**src/hdl/sarc_pkg.sv**
```systemverilog
// sar converter control: register map, timing counts and shared types
// Function
// - start write begins conversion, clears complete flag
// - finished conversion sets complete flag
// - one conversion per start request
// - start during conversion restarts immediately
// - start bit reads back as zero
// - complete flag raises end-of-conversion interrupt; here status bit 0, set by the finish event, raises it instead
// - top control bit gates that interrupt
// - power select low idles the converter
// - reset aborts, control 40h, interrupt masked
// - step clock is oscillator divided by twelve
// - conversion lasts about 70us at 8MHz
// - result register read-only, eight bits
// - complete flag read-only, usable as pending
// - converter keeps running in wait state
package sarc_pkg;

    // -------------------------------------------------------------
    // register map
    // -------------------------------------------------------------
    localparam logic [7:0] SARC_RESULT_ADDR = 8'hD0;
    localparam logic [7:0] SARC_CTRL_ADDR = 8'hD1;
    localparam logic [7:0] SARC_STATUS_ADDR = 8'hD2;
    localparam logic [7:0] SARC_MASK_ADDR = 8'hD3;

    localparam int SARC_IRQ_EN_POS = 7;
    localparam int SARC_DONE_POS = 6;
    localparam int SARC_START_POS = 5;
    localparam int SARC_POWER_POS = 4;

    localparam int SARC_EV_DONE_POS = 0;
    localparam int SARC_EV_ABORT_POS = 1;

    localparam logic [7:0] SARC_CTRL_RESET = 8'h40;
    localparam logic [7:0] SARC_STATUS_RESET = 8'h00;
    localparam logic [7:0] SARC_MASK_RESET = 8'h00;
    localparam logic [7:0] SARC_RESULT_RESET = 8'h00;

    // -------------------------------------------------------------
    // timing
    // -------------------------------------------------------------
    localparam int SARC_CONV_DIV = 12;
    localparam int SARC_CONV_TIME_NS = 70000;
    localparam int SARC_OSC_REF_KHZ = 8000;
    localparam int SARC_CONV_TICKS =
        (SARC_CONV_TIME_NS * SARC_OSC_REF_KHZ) / (1000000 * SARC_CONV_DIV);
    localparam int SARC_RES_BITS = 8;
    localparam int SARC_BIT_TICKS = SARC_CONV_TICKS / SARC_RES_BITS;
    localparam int SARC_ACQ_TICKS = SARC_CONV_TICKS - SARC_BIT_TICKS * SARC_RES_BITS;

    // -------------------------------------------------------------
    // types
    // -------------------------------------------------------------
    typedef enum logic [2:0] {
        SARC_IDLE = 3'b001,
        SARC_ACQUIRE = 3'b010,
        SARC_APPROX = 3'b100
    } sarc_state_t;

    typedef struct packed {
        logic [7:0] addr;
        logic [7:0] wdata;
        logic wr;
        logic rd;
    } sarc_bus_req_t;

    typedef struct packed {
        logic irq_en;
        logic done;
        logic power;
    } sarc_ctrl_t;

endpackage : sarc_pkg

```
**src/hdl/sarc_sequencer.sv**
```systemverilog
// sar converter sequencer with control, result, status and mask registers
//
// Local design decision: the plain strobed port.
`timescale 1ns/1ps
`default_nettype none

module sarc_sequencer
    import sarc_pkg::*;
#(
    parameter int CONV_DIV = SARC_CONV_DIV,
    parameter int ACQ_TICKS = SARC_ACQ_TICKS,
    parameter int BIT_TICKS = SARC_BIT_TICKS
) (
    // clock and reset
    input wire logic clk,
    input wire logic rst_b,
    // register port
    input wire sarc_bus_req_t bus_req,
    output logic [7:0] rd_data,
    // analog front end
    input wire logic cmp_above,
    output logic [7:0] dac_code,
    output logic conv_sample,
    output logic adc_power,
    output logic conv_busy,
    // interrupt
    output logic irq
);

    // -------------------------------------------------------------
    // helpers
    // -------------------------------------------------------------
    function automatic logic addr_hit(input logic [7:0] a, input logic [7:0] target);
        addr_hit = (a == target);
    endfunction : addr_hit

    function automatic logic [7:0] bit_sel(input logic [2:0] idx);
        bit_sel = 8'(8'h01 << idx);
    endfunction : bit_sel

    // -------------------------------------------------------------
    // declarations
    // -------------------------------------------------------------
    sarc_ctrl_t ctrl;
    sarc_state_t state;
    logic [3:0] div_cnt;
    logic tick;
    logic cmp_s1;
    logic cmp_s2;
    logic cmp_s3;
    logic cmp_level;
    logic [3:0] phase_cnt;
    logic [2:0] bit_idx;
    logic [7:0] trial;
    logic [7:0] result;
    logic [7:0] status;
    logic [7:0] mask;
    logic wr_ctrl;
    logic wr_status;
    logic wr_mask;
    logic start_req;
    logic power_off;
    logic finish;
    logic abort_ev;
    logic [7:0] events;
    logic [7:0] eff_mask;
    logic [7:0] next_trial;
    logic [7:0] next_rd_data;

    // -------------------------------------------------------------
    // address decode
    // -------------------------------------------------------------
    assign wr_ctrl = bus_req.wr && addr_hit(bus_req.addr, SARC_CTRL_ADDR);
    assign wr_status = bus_req.wr && addr_hit(bus_req.addr, SARC_STATUS_ADDR);
    assign wr_mask = bus_req.wr && addr_hit(bus_req.addr, SARC_MASK_ADDR);

    // start only takes effect while powered; the power bit of the same
    // write counts, so one write can power up and start together
    assign start_req = wr_ctrl && bus_req.wdata[SARC_START_POS]
        && bus_req.wdata[SARC_POWER_POS];

    // a power-down write idles the sequencer on its own edge, not one cycle later
    assign power_off = wr_ctrl ? !bus_req.wdata[SARC_POWER_POS] : !ctrl.power;

    // -------------------------------------------------------------
    // conversion clock divider
    // -------------------------------------------------------------
    // free running, not gated by the cpu wait state
    always_ff @(posedge clk or negedge rst_b) begin
        if (!rst_b) begin
            div_cnt <= 4'h0;
        end else if (div_cnt == 4'(CONV_DIV - 1)) begin
            div_cnt <= 4'h0;
        end else begin
            div_cnt <= div_cnt + 4'h1;
        end
    end

    assign tick = (div_cnt == 4'(CONV_DIV - 1));

    // -------------------------------------------------------------
    // comparator synchroniser
    // -------------------------------------------------------------
    always_ff @(posedge clk or negedge rst_b) begin
        if (!rst_b) begin
            cmp_s1 <= 1'b0;
            cmp_s2 <= 1'b0;
            cmp_s3 <= 1'b0;
        end else begin
            cmp_s1 <= cmp_above;
            cmp_s2 <= cmp_s1;
            cmp_s3 <= cmp_s2;
        end
    end

    // a change counts once two stages agree, filtering a single glitch
    always_ff @(posedge clk or negedge rst_b) begin
        if (!rst_b) begin
            cmp_level <= 1'b0;
        end else if (cmp_s2 == cmp_s3) begin
            cmp_level <= cmp_s3;
        end
    end

    // -------------------------------------------------------------
    // control register
    // -------------------------------------------------------------
    // one process for the whole struct; complete flag is hardware only
    always_ff @(posedge clk or negedge rst_b) begin
        if (!rst_b) begin
            ctrl.irq_en <= SARC_CTRL_RESET[SARC_IRQ_EN_POS];
            ctrl.done <= SARC_CTRL_RESET[SARC_DONE_POS];
            ctrl.power <= SARC_CTRL_RESET[SARC_POWER_POS];
        end else begin
            if (wr_ctrl) begin
                ctrl.irq_en <= bus_req.wdata[SARC_IRQ_EN_POS];
                ctrl.power <= bus_req.wdata[SARC_POWER_POS];
            end
            if (start_req) begin
                ctrl.done <= 1'b0;
            end else if (finish) begin
                ctrl.done <= 1'b1;
            end
        end
    end

    // -------------------------------------------------------------
    // successive approximation sequencer
    // -------------------------------------------------------------
    // decide the current bit and try the next lower one
    always_comb begin
        next_trial = trial;
        if (cmp_level) begin
            next_trial = trial;
        end else begin
            next_trial = trial & ~bit_sel(bit_idx);
        end
        if (bit_idx != 3'h0) begin
            next_trial = next_trial | bit_sel(bit_idx - 3'h1);
        end
    end

    assign finish = (state == SARC_APPROX) && tick && !power_off && !start_req
        && (phase_cnt == 4'(BIT_TICKS - 1)) && (bit_idx == 3'h0);

    assign abort_ev = (state != SARC_IDLE) && (start_req || power_off);

    always_ff @(posedge clk or negedge rst_b) begin
        if (!rst_b) begin
            state <= SARC_IDLE;
            phase_cnt <= 4'h0;
            bit_idx <= 3'h0;
            trial <= 8'h00;
        end else if (start_req) begin
            // a running conversion is dropped, not finished first
            state <= SARC_ACQUIRE;
            phase_cnt <= 4'h0;
            bit_idx <= 3'h7;
            trial <= 8'h00;
        end else if (power_off) begin
            state <= SARC_IDLE;
            phase_cnt <= 4'h0;
            trial <= 8'h00;
        end else if (tick) begin
            case (state)
                SARC_IDLE: begin
                    state <= SARC_IDLE;
                end
                SARC_ACQUIRE: begin
                    if (phase_cnt == 4'(ACQ_TICKS - 1)) begin
                        state <= SARC_APPROX;
                        phase_cnt <= 4'h0;
                        bit_idx <= 3'h7;
                        trial <= 8'h80;
                    end else begin
                        phase_cnt <= phase_cnt + 4'h1;
                    end
                end
                SARC_APPROX: begin
                    if (phase_cnt == 4'(BIT_TICKS - 1)) begin
                        phase_cnt <= 4'h0;
                        trial <= next_trial;
                        if (bit_idx == 3'h0) begin
                            state <= SARC_IDLE;
                        end else begin
                            bit_idx <= bit_idx - 3'h1;
                        end
                    end else begin
                        phase_cnt <= phase_cnt + 4'h1;
                    end
                end
                default: begin
                    state <= SARC_IDLE;
                    phase_cnt <= 4'h0;
                end
            endcase
        end
    end

    // -------------------------------------------------------------
    // result register
    // -------------------------------------------------------------
    // only complete results are stored, so a read never sees a partial code
    always_ff @(posedge clk or negedge rst_b) begin
        if (!rst_b) begin
            result <= SARC_RESULT_RESET;
        end else if (finish) begin
            result <= next_trial;
        end
    end

    // -------------------------------------------------------------
    // events, status and mask
    // -------------------------------------------------------------
    always_comb begin
        events = 8'h00;
        events[SARC_EV_DONE_POS] = finish;
        events[SARC_EV_ABORT_POS] = abort_ev;
    end

    // a new event wins over a write-one clear in the same cycle
    always_ff @(posedge clk or negedge rst_b) begin
        if (!rst_b) begin
            status <= SARC_STATUS_RESET;
        end else if (wr_status) begin
            status <= (status & ~bus_req.wdata) | events;
        end else begin
            status <= status | events;
        end
    end

    always_ff @(posedge clk or negedge rst_b) begin
        if (!rst_b) begin
            mask <= SARC_MASK_RESET;
        end else if (wr_mask) begin
            mask <= bus_req.wdata;
        end
    end

    // end-of-conversion source also needs the control enable bit
    always_comb begin
        eff_mask = mask;
        eff_mask[SARC_EV_DONE_POS] = mask[SARC_EV_DONE_POS] && ctrl.irq_en;
    end

    assign irq = |(status & eff_mask);

    // -------------------------------------------------------------
    // read port
    // -------------------------------------------------------------
    always_comb begin
        next_rd_data = 8'h00;
        case (1'b1)
            addr_hit(bus_req.addr, SARC_RESULT_ADDR): begin
                next_rd_data = result;
            end
            addr_hit(bus_req.addr, SARC_CTRL_ADDR): begin
                next_rd_data[SARC_IRQ_EN_POS] = ctrl.irq_en;
                next_rd_data[SARC_DONE_POS] = ctrl.done;
                next_rd_data[SARC_START_POS] = 1'b0;
                next_rd_data[SARC_POWER_POS] = ctrl.power;
            end
            addr_hit(bus_req.addr, SARC_STATUS_ADDR): begin
                next_rd_data = status;
            end
            addr_hit(bus_req.addr, SARC_MASK_ADDR): begin
                next_rd_data = mask;
            end
            default: begin
                next_rd_data = 8'h00;
            end
        endcase
    end

    // data stand only in the cycle after the read strobe
    always_ff @(posedge clk or negedge rst_b) begin
        if (!rst_b) begin
            rd_data <= 8'h00;
        end else if (bus_req.rd) begin
            rd_data <= next_rd_data;
        end else begin
            rd_data <= 8'h00;
        end
    end

    // -------------------------------------------------------------
    // analog side outputs
    // -------------------------------------------------------------
    assign dac_code = trial;
    assign conv_sample = (state == SARC_ACQUIRE);
    assign conv_busy = (state != SARC_IDLE);
    assign adc_power = ctrl.power;

endmodule : sarc_sequencer

`default_nettype wire

```
**config.mk**
```make
export PLATFORM = sky130hd
export DESIGN_NAME = sarc_sequencer
export DESIGN_NICKNAME = d
export VERILOG_FILES = /design/src/hdl/sarc_pkg.sv /design/src/hdl/sarc_sequencer.sv
export SDC_FILE = /design/constraint.sdc
export NUM_CORES = 1
export LEC_CHECK = 0
export BUFFER_PORTS_ARGS = -buffer_cell sky130_fd_sc_hd__buf_4
export CAP_MARGIN = 25
export CORE_ASPECT_RATIO = 1.1
export CORE_UTILIZATION = 50
export DETAILED_ROUTE_END_ITERATION = 8
export GPL_ROUTABILITY_DRIVEN = 0
export GPL_TIMING_DRIVEN = 1
export PLACE_DENSITY = 0.74
export SYNTH_ARGS = -nofsm -noshare
export SYNTH_HDL_FRONTEND = slang
export SYNTH_SLANG_ARGS = --single-unit
```
**constraint.sdc**
```tcl
create_clock -name clk -period 2 [get_ports clk]
set_clock_uncertainty 0.15 [all_clocks]
set_input_delay 0.1 -clock clk [delete_from_list [all_inputs] [get_ports clk]]
set_output_delay 0.1 -clock clk [all_outputs]
set_load 0.02 [all_outputs]
```
---- Yosys cells after proc, flatten, opt, wreduce, memory -nomap -nowiden ----
Cells that the tools add are included.
storage, ports and cells
  input port bits ......................... 21
  word-level logic and storage cells ...... 120
  flip-flop bits (word level) ............. 61
  output and inout port bits .............. 20
operators by class
  muxes and demuxes ....................... 42
  equal/unequal tests ..................... 20
  shifts and indexed selects .............. 2
  add/sub/neg operators ................... 3
  reductions and logical operators ........ 29
  bitwise gates (word level) .............. 8
operators with widths
  cell                                                   number
  2-to-1 mux 8 bit                                       9
  2-to-1 mux 4 bit                                       14
  2-to-1 mux 3 bit                                       12
  equality test 8 bit, second input constant             4
  bitwise AND 8 bit                                      3
  NOT 8 bit                                              2
  OR 8 x 2 -> 8 bit                                      2
  one-hot mux 8 bit (2 select lines)                     1
  left shift 1 x 3 -> 8 bit, first input constant        2
  logical AND 1 bit                                      12
  one-hot mux 3 bit (2 select lines)                     2
  one-hot mux 4 bit (3 select lines)                     1
  nonzero test 3 bit                                     3
  adder 4 x 1 -> 4 bit, second input constant            2
  equality test 4 x 3 -> 1 bit, second input constant    2
  inequality test 4 x 3 -> 1 bit, second input constant  2
  OR 8 bit                                               1
  AND reduction 4 bit                                    2
  OR reduction 8 bit                                     1
  inequality test 3 x 1 -> 1 bit, second input constant  2
  inequality test 3 bit, second input constant           2
  AND reduction 6 bit                                    1
  equality test 4 bit, second input constant             1
  logical NOT 1 bit                                      4
  14 further kinds                                       17

---- Logic depth before layout (Yosys ltp) ----
Gate-level depths: netlist of the first run.
  depth in word-level cells ............... 11
  depth in mapped cells ................... 8
  gate-level depth less buffers ........... 7

---- Least setup slack after synthesis of the first run ----
No wires, ideal clock.
  path kind ............................... register -> register
  start point ............................. reg state[1]
  end point ............................... reg result[0]
  buffers on the path ..................... 2
  data arrival time ....................... 1.761 ns
  required time ........................... 1.712 ns
  period minus slack after synthesis ...... 2.049 ns
  stages on the path, launching flop included .. 8
  library setup time ...................... 0.138 ns
  slack ................................... -0.049 ns
  cell sequence ........................... dfrtp_1 > or3b_2 > clkbuf_1 > nor4_1 > o21ai_1 > buf_2 > nand2_1 > o21ai_0
on the way
  longest elaborated chain between the ends .. 6
ends and longest elaborated chain
  item                             line                   text
  start, declared                  sarc_sequencer.sv:45   sarc_state_t state;
  start signal, assigned           sarc_sequencer.sv:170  state <= SARC_IDLE;
  start signal, assigned           sarc_sequencer.sv:176  state <= SARC_ACQUIRE;
  start signal, assigned           sarc_sequencer.sv:181  state <= SARC_IDLE;
  equality test 3 bit              sarc_sequencer.sv:163  assign finish = (state == SARC_APPROX) && tick && !power_off && !start_req
  logical AND 1 bit (3 in series)  sarc_sequencer.sv:163
  logical AND 1 bit (2 in series)  sarc_sequencer.sv:164  && (phase_cnt == 4'(BIT_TICKS - 1)) && (bit_idx == 3'h0);
  end signal, assigned             sarc_sequencer.sv:228  result <= next_trial;
  end, declared                    sarc_sequencer.sv:55   logic [7:0] result;
No other way between the ends.
A chain may end at the register's enable or synchronous reset.

---- Worst setup path after layout of the first run ----
  start point ............................. reg phase_cnt[1]
  end point ............................... reg bit_idx[2]
on the way
  longest elaborated chain between the ends .. 3
  elaborated cells on any way between the ends .. 5
  classes of those cells .................. eq/ne: 4; reduce/logical: 1
ends and longest elaborated chain
  item                                                                                               line                                          text
  start, declared                                                                                    sarc_sequencer.sv:52                          logic [3:0] phase_cnt;
  start signal, assigned                                                                             sarc_sequencer.sv:196                         phase_cnt <= phase_cnt + 4'h1;
  start signal, assigned                                                                             sarc_sequencer.sv:209                         phase_cnt <= phase_cnt + 4'h1;
  equality test 4 x 3 -> 1 bit, on equally long branches                                             sarc_sequencer.sv:200, sarc_sequencer.sv:190
  inequality test 3 x 2 -> 1 bit (no source line) or inequality test 3 x 1 -> 1 bit (tied branches)  -
  AND reduction 6 bit (no source line) (*)                                                           -
  end signal, assigned                                                                               sarc_sequencer.sv:206                         bit_idx <= bit_idx - 3'h1;
  end, declared                                                                                      sarc_sequencer.sv:53                          logic [2:0] bit_idx;
Every way passes the cells marked *; elsewhere a longest branch is shown, timed or not.

==> results.md, run 1 <==
* Starting density of the core at 52.1%
* WL per Instance at between 15 and 20 um
* Cell area after synthesis at slightly above 0.003 mm2
* First-pass GRT wire length at between 10000 and 15000 um
* RR Startpoint: phase_cnt[1]
* Chip height at around 84 um
* Number of global-route vias before repair at 2464
* Drt drc at 0
* CTS tree: yes
* Worst path max stage delay at a little over 0.4 ns
* R2R depth at 7
* Max_cap viols at 0
* Rel. slew slack at a little over 50%
* Final wirelength at 7120 um
* Minimum clock period at between 1.5 and 2 ns
* Initial antenna violation count at 0
* Vias at around 2600
* Critical path class: flop to flop
* CP required at 2.07 ns
* Overflow after GRT at 0
* Drt first pass iters at 4
* Biggest area consumer among synthesized cells: dfrtp_1
* Ys Warns at 0
* CP bufs+invs at 1
* Worst path cell trace: inv_2 -> ha_4 -> nand3b_1 -> nand3b_1 -> a221oi_4 -> and4_1 -> o21ai_1
* Row count at 29
* Setup ws final at ~0.0021 ns
* Vias per cell at between 5 and 6
* Syn nets at about 330
* Synth top area share at about half
* Met2 WL at 3420 um
* Clock Tree Buf Depth at 2
* Layout cells sized above 1 at 33.9%
* Post-synthesis compound-gate area fraction at 15.6%
* Initial DRC Count at 131
* Area grow syn2layout at 33.9%
* Mapped Avg Cell Area at 10.3 um2
* Ports at slightly above 40
* H-Tree Depth at 3
* Chip Width at between 70 and 80 um
* Flop2flop setup slack at ~0.0021 ns
* Clock-pin slew on the worst setup and hold paths at 0.07 ns
* Min-delay src: bus_req[1]
* RSZ-0062 raised after global routing: yes
* # port buffers at 40
* Worst slew pin tran at approximately 0.73 ns
* Worst Hold Path Cells at 3
* Worst skew pair latency at roughly 0.33 ns
* Largest net degree at the start of global routing at 62
* Final Util at 69.8%
* Core footprint at approximately 0.0058 mm2
* Outcome: finished clean
* Post-synth top cells: dfrtp_1 (59), nand2_1 (34), nor2_1 (28)
* Fmax at roughly 0.5 GHz
* CTS Buf Count at 9
* CP delay by family, top: simple AND/OR/NAND/NOR gates
* Post-DRT Antenna Nets at 0
* Reg-to-Reg End: bit_idx[2]
* Sequential cell area fraction in the yosys report at between 50% and 60%
* Cells after Synth at 294
* FILL cells at approximately 460
* Peak supply drop at 0.000497 V
* #FFs+latches synth at 61
* Mux share of post-synthesis cell area at under 10%
* Die ar. at ~0.0064 mm2
* Predominant post-synthesis flop cell: dfrtp_1
* Most frequent CP cell: nand3b_1
* Final nets at just over 400
* # clock sinks at just over 60
* Synth unique cells at 48
* Met3 wire len at 290 um
* CP Data Arrival Time at a little over 2 ns
* Slowest cell on the critical path: dfrtp_1
* Global Route Usage Sum at 23.3%
* Simple-gate share of the synthesized area at a little under 20%
* Tcrit/Tclk final at roughly 100%
* DP Worst Slack at -0.0594 ns
* Lkg Pwr at roughly 0.0019 uW
* Clock root buffer: clkbuf_8
* Critical-path maximum fanout at 6
* Synth Area in XOR/XNOR at 0.289%
* Post-synthesis adder-cell area fraction at 4.46%
* HPWL after detailed placement at between 4000 and 5000 um
* Number of synthesized flops with an enable pin at 0
* ANT cells at 0
* Count of final hold-check violations at 0
* Pins Over Slew Limit at 0
* Largest family of logic cells by synthesized area: simple AND/OR/NAND/NOR gates
* Area contributors post-synth: dfrtp_1 (49%), nand2_1 (4.2%), ha_1 (4.1%)
* Most numerous cell in the Yosys netlist: dfrtp_1
* PwrDens at roughly 610 mW/mm2
* M1 wire length at 3200 um
* Hold endpoint: mask[4]
* Worst setup SP type: flop
* Top routing layer in use: met4
* Finish-stage setup viols at 0
* Worst min path class: primary input to flop
* Share of flip-flops with an asynchronous set or reset at 100%
* CP Capture Type: flop
==> stage by stage <==
stage / total power, uW / area, um2 / std cells / TNS (ns) / hold slack (ns)
detailed placement: 1440 / 3580 / 428 / -0.194 / 0.0603
global route: 2590 / 4050 / 464 / -0.690 / 0.0706
floorplan: 1350 / 3040 / 294 / 0 / -0.346
finish: 2490 / 4050 / 464 / 0 / 0.0469
global placement: 1440 / 3580 / 428 / -0.0271 / 0.0589
CTS: 2520 / 3880 / 454 / 0 / 0.0399
==> cell usage in the layout (no fill, tap or decap), drive strengths merged, types with 7 or more instances in the layout <==
cell	instances
o21ai	18
a21oi	14
clkbuf	10
mux2	10
buf	75
nand2b	8
a22oi	10
nor2	28
ha	10
inv	7
nand2	35
dlygate4sd3	11
mux2i	9
dfrtp	59
==> power breakdown <==
part	switching, uW	internal [uW]	total, uW
clock	480	572	1050
sequential	16.0	1250	1270
combinational	88.5	82.6	171
==> registers in the layout, summed over array words and instances (netlist names), 3 cells and up <==
register and count:
result 8, rd_data 8, phase_cnt 4, div_cnt 4, mask 8, bit_idx 3
state 3, status 8, dac_code 8
==> what timing repair did <==
| item | in CTS | in global routing |
|---|---|---|
| pin swaps | 0 | 8 |
| buffers inserted | 0 | 9 |
| hold buffers | 11 | 0 |
| setup endpoints to repair | 5 | 19 |
| cloned | 0 | 1 |
| hold endpoints to repair | 78 | 0 |
| gates resized for setup | 2 | 22 |
==> area by class of cell <==
cell class | instances | area, um2 | share of cell area, %
multi-input combinational | 218 | 1540 | 37.9
clock inverter | 5 | 62.6 | 1.54
sequential | 61 | 1530 | 37.7
timing repair buffer | 86 | 673 | 16.6
tap | 77 | 96.3 | 2.38
inverter | 7 | 26.3 | 0.648
clock buffer | 10 | 128 | 3.15
==> logic make-up after synthesis <==
group,after synthesis
simple gates,114
compound gates,71
flops,61
mux,20
buf+inv,16
fa+ha+maj,11
xor+xnor,1
==> metal layers <==
| layer | vias up | GRT usage [%] |
|---|---|---|
| met2 | 88 | 37.0 |
| li1 | 1237 | - |
| met5 | - | 0 |
| met1 | 1215 | 31.0 |
| met3 | 20 | 4.48 |
| met4 | 0 | 11.0 |
==> tightest hold or removal path, stage by stage <==
cell and delay (ns):
buf_4 0.12, nand4_1 0.17, o21ai_0 0.09
==> how the worst max path moves through the flow <==
stage                      start           to  slack (ns)  cells after the start
finish              phase_cnt[1]   bit_idx[2]       0.002                      7
global route        phase_cnt[1]   bit_idx[2]       -0.09                      7
CTS                 phase_cnt[1]   bit_idx[2]        0.02                      7
detailed placement   bus_req[13]   bit_idx[2]       -0.06                      6
global placement     bus_req[13]   bit_idx[2]       -0.03                      6
floorplan               state[1]  dac_code[0]       0.005                      7
Note: power is estimated with default switching activity, not from simulation.
==> inputs of run 2 (changes only) <==
REMOVE_ABC_BUFFERS = 1   (was unset)
==> results.md, run 2 (same netlist as run 1, synthesis figures left out) <==
* Outcome: finished clean (unchanged)
* Clock Tree Buf Depth at 2 (unchanged)
* Core footprint at 0.00581 mm2 (unchanged)
* Power, Total at 2390 uW (was 2490 uW)
* Worst min path class: primary input to flop (unchanged)
* Critical path class: flop to flop (unchanged)
* Hold_ws at 0.0585 ns (was 0.0469 ns)
* Vias at 2527 (was 2560)
* Chip height at 83.6 um (unchanged)
* Clock root buffer: clkbuf_8 (unchanged)
* Critical-path maximum fanout at 6 (unchanged)
* Final nets at 407 (was 414)
* # port buffers at 40 (unchanged)
* Minimum clock period at 1.99 ns (was 2.00 ns)
* Number of global-route vias before repair at 2511 (was 2464)
* Non-Filler Instances at 458 (was 464)
* Placed Cells at 429 (was 428)
* Worst slew pin tran at 0.742 ns (was 0.732 ns)
* Tcrit/Tclk final at 99.7% (was 99.9%)
* Commonest non-fill, non-tap cell in the layout: buf_4 (unchanged)
* Finished Cell Area at 0.00393 mm2 (was 0.00405 mm2)
* Fmax at 0.502 GHz (was 0.501 GHz)
* Post-DP Area at 0.00358 mm2 (about the same)
* ANT cells at 0 (unchanged)
* # clock sinks at 61 (unchanged)
* CP Capture Type: flop (unchanged)
* WL per Instance at 15.6 um (was 15.3 um)
* Sequential cell area at 0.00153 mm2 (unchanged)
* Multi-input gate area at 0.00148 mm2 (was 0.00154 mm2)
* Finish-stage setup viols at 0 (unchanged)
* Overflow after GRT at 0 (unchanged)
* Ports at 41 (unchanged)
* CP required at 2.08 ns (was 2.07 ns)
* Vias per cell at 5.52 (about the same)
* Clock-pin slew on the worst setup and hold paths at 0.07 ns (about the same)
* Final wirelength at 7160 um (was 7120 um)
* PwrDens at 608 mW/mm2 (was 615 mW/mm2)
* Drt first pass iters at 4 (unchanged)
* Post-DRT Antenna Nets at 0 (unchanged)
* FILL cells at 469 (was 458)
* CP Data Arrival Time at 2.07 ns (about the same)
* Chip Width at 76.2 um (unchanged)
* Starting density of the core at 52.1% (unchanged)
* Drt drc at 0 (unchanged)
* Max_cap viols at 0 (unchanged)
* Largest net degree at the start of global routing at 62 (unchanged)
* HPWL after detailed placement at 4920 um (was 4830 um)
* Layout cells sized above 1 at 30.7% (was 33.9%)
* Global Route Usage Sum at 23.7% (was 23.3%)
* Rel. slew slack at 50.5% (was 51.2%)
* Row count at 29 (unchanged)
* Count of final hold-check violations at 0 (unchanged)
* Worst setup SP type: flop (unchanged)
* First-pass GRT wire length at 11600 um (about the same)
* Initial antenna violation count at 0 (unchanged)
* Die ar. at 0.00637 mm2 (unchanged)
* RSZ-0062 raised after global routing: yes (unchanged)
* Lkg Pwr at 0.00182 uW (was 0.00186 uW)
* Pins Over Slew Limit at 0 (unchanged)
* Setup ws final at 0.00640 ns (was 0.00212 ns)
* Most frequent cells in the layout: buf_4 (69), dfrtp_1 (59), nand2_1 (33), nor2_1 (27), o21ai_0 (12) (was buf_4 (75), dfrtp_1 (59), nand2_1 (34), nor2_1 (28), o21ai_0 (13))
* Peak supply drop at 0.000339 V (was 0.000497 V)
* CTS Buf Count at 9 (unchanged)
* CTS tree: yes (unchanged)
* Area grow syn2layout at 29.8% (was 33.9%)
* H-Tree Depth at 3 (unchanged)
* DP Worst Slack at -0.0581 ns (was -0.0594 ns)
* Worst skew pair latency at 0.34 ns (was 0.33 ns)
* Initial DRC Count at 168 (was 131)
run 2: where the power goes:
part,leakage [uW],internal (uW),switching [uW]
clock,0.0000795,451,499
sequential,0.000830,1250,16.0
combinational,0.000908,80.3,89.2
total,0.00182,1780,604
run 2: cell type report:
class                   instances  share of cell area, %
flip-flops and latches         61                   38.9
multi-input cells             217                   37.7
repair buffers                 80                   16.0
clock buffers                  11                   3.35
well taps                      77                   2.45
clock inverters                 5                  0.956
inverters                       7                  0.669
run 2: worst paths after layout:
check	from	end	slack (ns)	depth (start not counted)
min	bus_req[11]	rd_data[4]	0.06	3
min reg2reg	cmp_s1	cmp_s2	0.21	0
max reg2reg	phase_cnt[1]	bit_idx[2]	0.006	7
max	phase_cnt[1]	bit_idx[2]	0.006	7
min in group asynchronous	rst_b	mask[5]	0.22	2
max in group asynchronous	rst_b	div_cnt[1]	0.99	2
run 2: critical path, cell delays in order (launching register included):
cell	delay [ns]
dfrtp_1	0.42
inv_2	0.10
ha_4	0.12
nand3b_1	0.17
nand3b_1	0.27
a221oi_4	0.36
and4_1	0.25
o21ai_1	0.06
run 2: metrics by stage:
step | TNS, ns | util, %
finish | 0 | 67.7
global route | -0.352 | 67.7
CTS | 0 | 66.7
detailed placement | -0.358 | 61.7
global placement | -0.0256 | 61.7
floorplan | -0.334 | -
run 2: layer usage:
layer	vias up	GRT usage, %	wire length [um]
li1	1223	-	-
met1	1203	29.1	3180
met2	81	39.0	3430
met3	20	4.15	324
met4	0	14.7	234
met5	-	0	0
run 2: repair_timing:
item                                   in CTS  in global routing
setup endpoints to repair                   9                 20
pin swaps                                   0                  4
cloned                                      0                  0
resized for setup                           3                 14
hold buffers                               11                  0
buffers inserted                            0                  2
endpoints found under the hold margin      78                  0
==> inputs of run 3 (changes only) <==
CTS_CLUSTER_SIZE = 24   (was unset)
PLACE_DENSITY = 0.77   (was 0.74)
==> results.md, run 3 (same netlist as run 1, synthesis figures left out) <==
* Reg-to-Reg End: bit_idx[2] (unchanged)
* Multi-input gate area at 0.00147 mm2 (was 0.00148 mm2)
* DP Worst Slack at -0.0516 ns (was -0.0581 ns)
* Vias per cell at 5.47 (was 5.52)
* Global Route Usage Sum at 23.2% (was 23.7%)
* Count of final hold-check violations at 0 (unchanged)
* Row count at 29 (unchanged)
* RSZ-0062 raised after global routing: yes (unchanged)
* Hold endpoint: mask[4] (was rd_data[4])
* Setup ws final at 0.0277 ns (was 0.00640 ns)
* # clock sinks at 61 (unchanged)
* Worst skew pair latency at 0.34 ns (about the same)
* Layout cells sized above 1 at 32.0% (was 30.7%)
* H-Tree Depth at 3 (unchanged)
* CP Data Arrival Time at 2.04 ns (was 2.07 ns)
* Ports at 41 (unchanged)
* Die ar. at 0.00637 mm2 (unchanged)
* Post-DRT Antenna Nets at 0 (unchanged)
* Slowest cell on the critical path: or4_4 (was dfrtp_1)
* PwrDens at 622 mW/mm2 (was 608 mW/mm2)
* Hold_ws at 0.0365 ns (was 0.0585 ns)
* Core footprint at 0.00581 mm2 (unchanged)
* GR Layer Usage met2 at 37.3% (was 39.0%)
* Met3 Track Usage GR at 3.39% (was 4.15%)
* Initial antenna violation count at 0 (unchanged)
* Rel. slew slack at 50.3% (was 50.5%)
* R2R depth at 7 (unchanged)
* Chip Width at 76.2 um (unchanged)
* Tcrit/Tclk final at 98.6% (was 99.7%)
* Critical-path maximum fanout at 6 (unchanged)
* CP delay by family, top: simple AND/OR/NAND/NOR gates (unchanged)
* RR Startpoint: state[0] (was phase_cnt[1])
* Pins Over Slew Limit at 0 (unchanged)
* Final nets at 413 (was 407)
* Largest net degree at the start of global routing at 62 (unchanged)
* Sequential cell area at 0.00153 mm2 (unchanged)
* Peak supply drop at 0.000404 V (was 0.000339 V)
* Worst Hold Path Cells at 3 (unchanged)
* Max_cap viols at 0 (unchanged)
* Drt first pass iters at 4 (unchanged)
* Worst setup SP type: primary input (was flop)
* Area grow syn2layout at 32.0% (was 29.8%)
* Most frequent cells in the layout: buf_4 (74), dfrtp_1 (59), nand2_1 (33), nor2_1 (28), o21ai_0 (13) (was buf_4 (69), dfrtp_1 (59), nand2_1 (33), nor2_1 (27), o21ai_0 (12))
* Chip height at 83.6 um (unchanged)
* CP Capture Type: flop (unchanged)
* Fmax at 0.507 GHz (was 0.502 GHz)
* Outcome: finished clean (unchanged)
* Drt drc at 0 (unchanged)
* Clock Tree Buf Depth at 2 (unchanged)
* Met1 GRT Util at 30.7% (was 29.1%)
* Worst slew pin tran at 0.746 ns (was 0.742 ns)
* Finish-stage setup viols at 0 (unchanged)
* CP bufs+invs at 3 (was 1)
* Commonest non-fill, non-tap cell in the layout: buf_4 (unchanged)
* Starting density of the core at 52.1% (unchanged)
* Number of global-route vias before repair at 2446 (was 2511)
* FILL cells at 455 (was 469)
* Busiest grt layer: met2 (unchanged)
* Vias at 2537 (was 2527)
* Lkg Pwr at 0.00186 uW (was 0.00182 uW)
* Clock-pin slew on the worst setup and hold paths at 0.07 ns (about the same)
* # port buffers at 40 (unchanged)
* Clock root buffer: clkbuf_8 (unchanged)
* First-pass GRT wire length at 11500 um (was 11600 um)
* CTS Buf Count at 9 (unchanged)
* Worst min path class: primary input to flop (unchanged)
* Flop2flop setup slack at 0.04 ns (was 0.006 ns)
* HPWL after detailed placement at 4820 um (was 4920 um)
* Final wirelength at 6860 um (was 7160 um)
* Critical path class: primary input to flop (was flop to flop)
* Minimum clock period at 1.97 ns (was 1.99 ns)
* Min-delay src: bus_req[1] (was bus_req[11])
* Overflow after GRT at 0 (unchanged)
* Initial DRC Count at 144 (was 168)
* Worst path cell trace: dlygate4sd3_1 -> buf_4 -> inv_1 -> or4_4 -> a221oi_4 -> and4_1 -> o21ai_1 (was inv_2 -> ha_4 -> nand3b_1 -> nand3b_1 -> a221oi_4 -> and4_1 -> o21ai_1)
* ANT cells at 0 (unchanged)
* CTS tree: yes (unchanged)
* CP required at 2.07 ns (was 2.08 ns)
* WL per Instance at 14.8 um (was 15.6 um)
* Worst path max stage delay at 0.55 ns (was 0.42 ns)
==> run 3: worst max path at each step <==
stage / startpoint / endpoint / slack [ns] / depth (start not counted)
2_1_floorplan: state[1] / dac_code[1] / -0.07 / 5
3_3_place_gp: bus_req[13] / bit_idx[2] / -0.03 / 6
3_5_place_dp: bus_req[13] / bit_idx[2] / -0.05 / 6
4_1_cts: state[1] / bit_idx[2] / 0.004 / 6
5_1_grt: bit_idx[1] / result[7] / -0.05 / 8
6_report: bus_req[6] / bit_idx[2] / 0.03 / 7
==> run 3: final cells by class <==
cell class	instances	share of cell area, %
flip-flops and latches	61	38.3
multi-input cells	217	36.8
repair buffers	86	16.9
clock buffers	12	4.13
well taps	77	2.41
clock inverters	4	0.783
inverters	7	0.657
==> run 3: through the flow <==
stage	total power [uW]	util (%)	instance area, um2	cells	TNS [ns]
floorplan	1340	-	2980	285	-0.334
global placement	1440	61.8	3590	430	-0.0289
detailed placement	1440	61.8	3590	430	-0.149
CTS	2500	67.2	3900	457	0
global route	2580	68.8	4000	464	-0.241
finish	2480	68.8	4000	464	0
==> run 3: power by group <==
part	switching [uW]	total, uW	internal [uW]
Sequential	14.8	1270	1250
Clock	497	1050	553
Combinational	87.9	168	80.4
Total	600	2480	1880
==> run 3: layer usage <==
metal / up-vias / share of wire [%]
met5: - / 0
li1: 1236 / -
met1: 1221 / 45
met4: 0 / 2.3
met2: 66 / 49
met3: 14 / 3.7
==> run 3: repair_timing <==
action,in CTS,in global routing
pin swaps,0,3
hold endpoints to repair,80,0
setup buffers,0,7
gates resized for setup,2,15
setup endpoints to repair,7,23
hold buffers,11,0
==> run 3: worst register-to-register path: cells and delay by family, from the launching register on <==
kind            cells  cell delay (ns)
flops               1             0.59
compound gates      3             0.52
simple gates        2             0.42
buf+inv             2             0.16
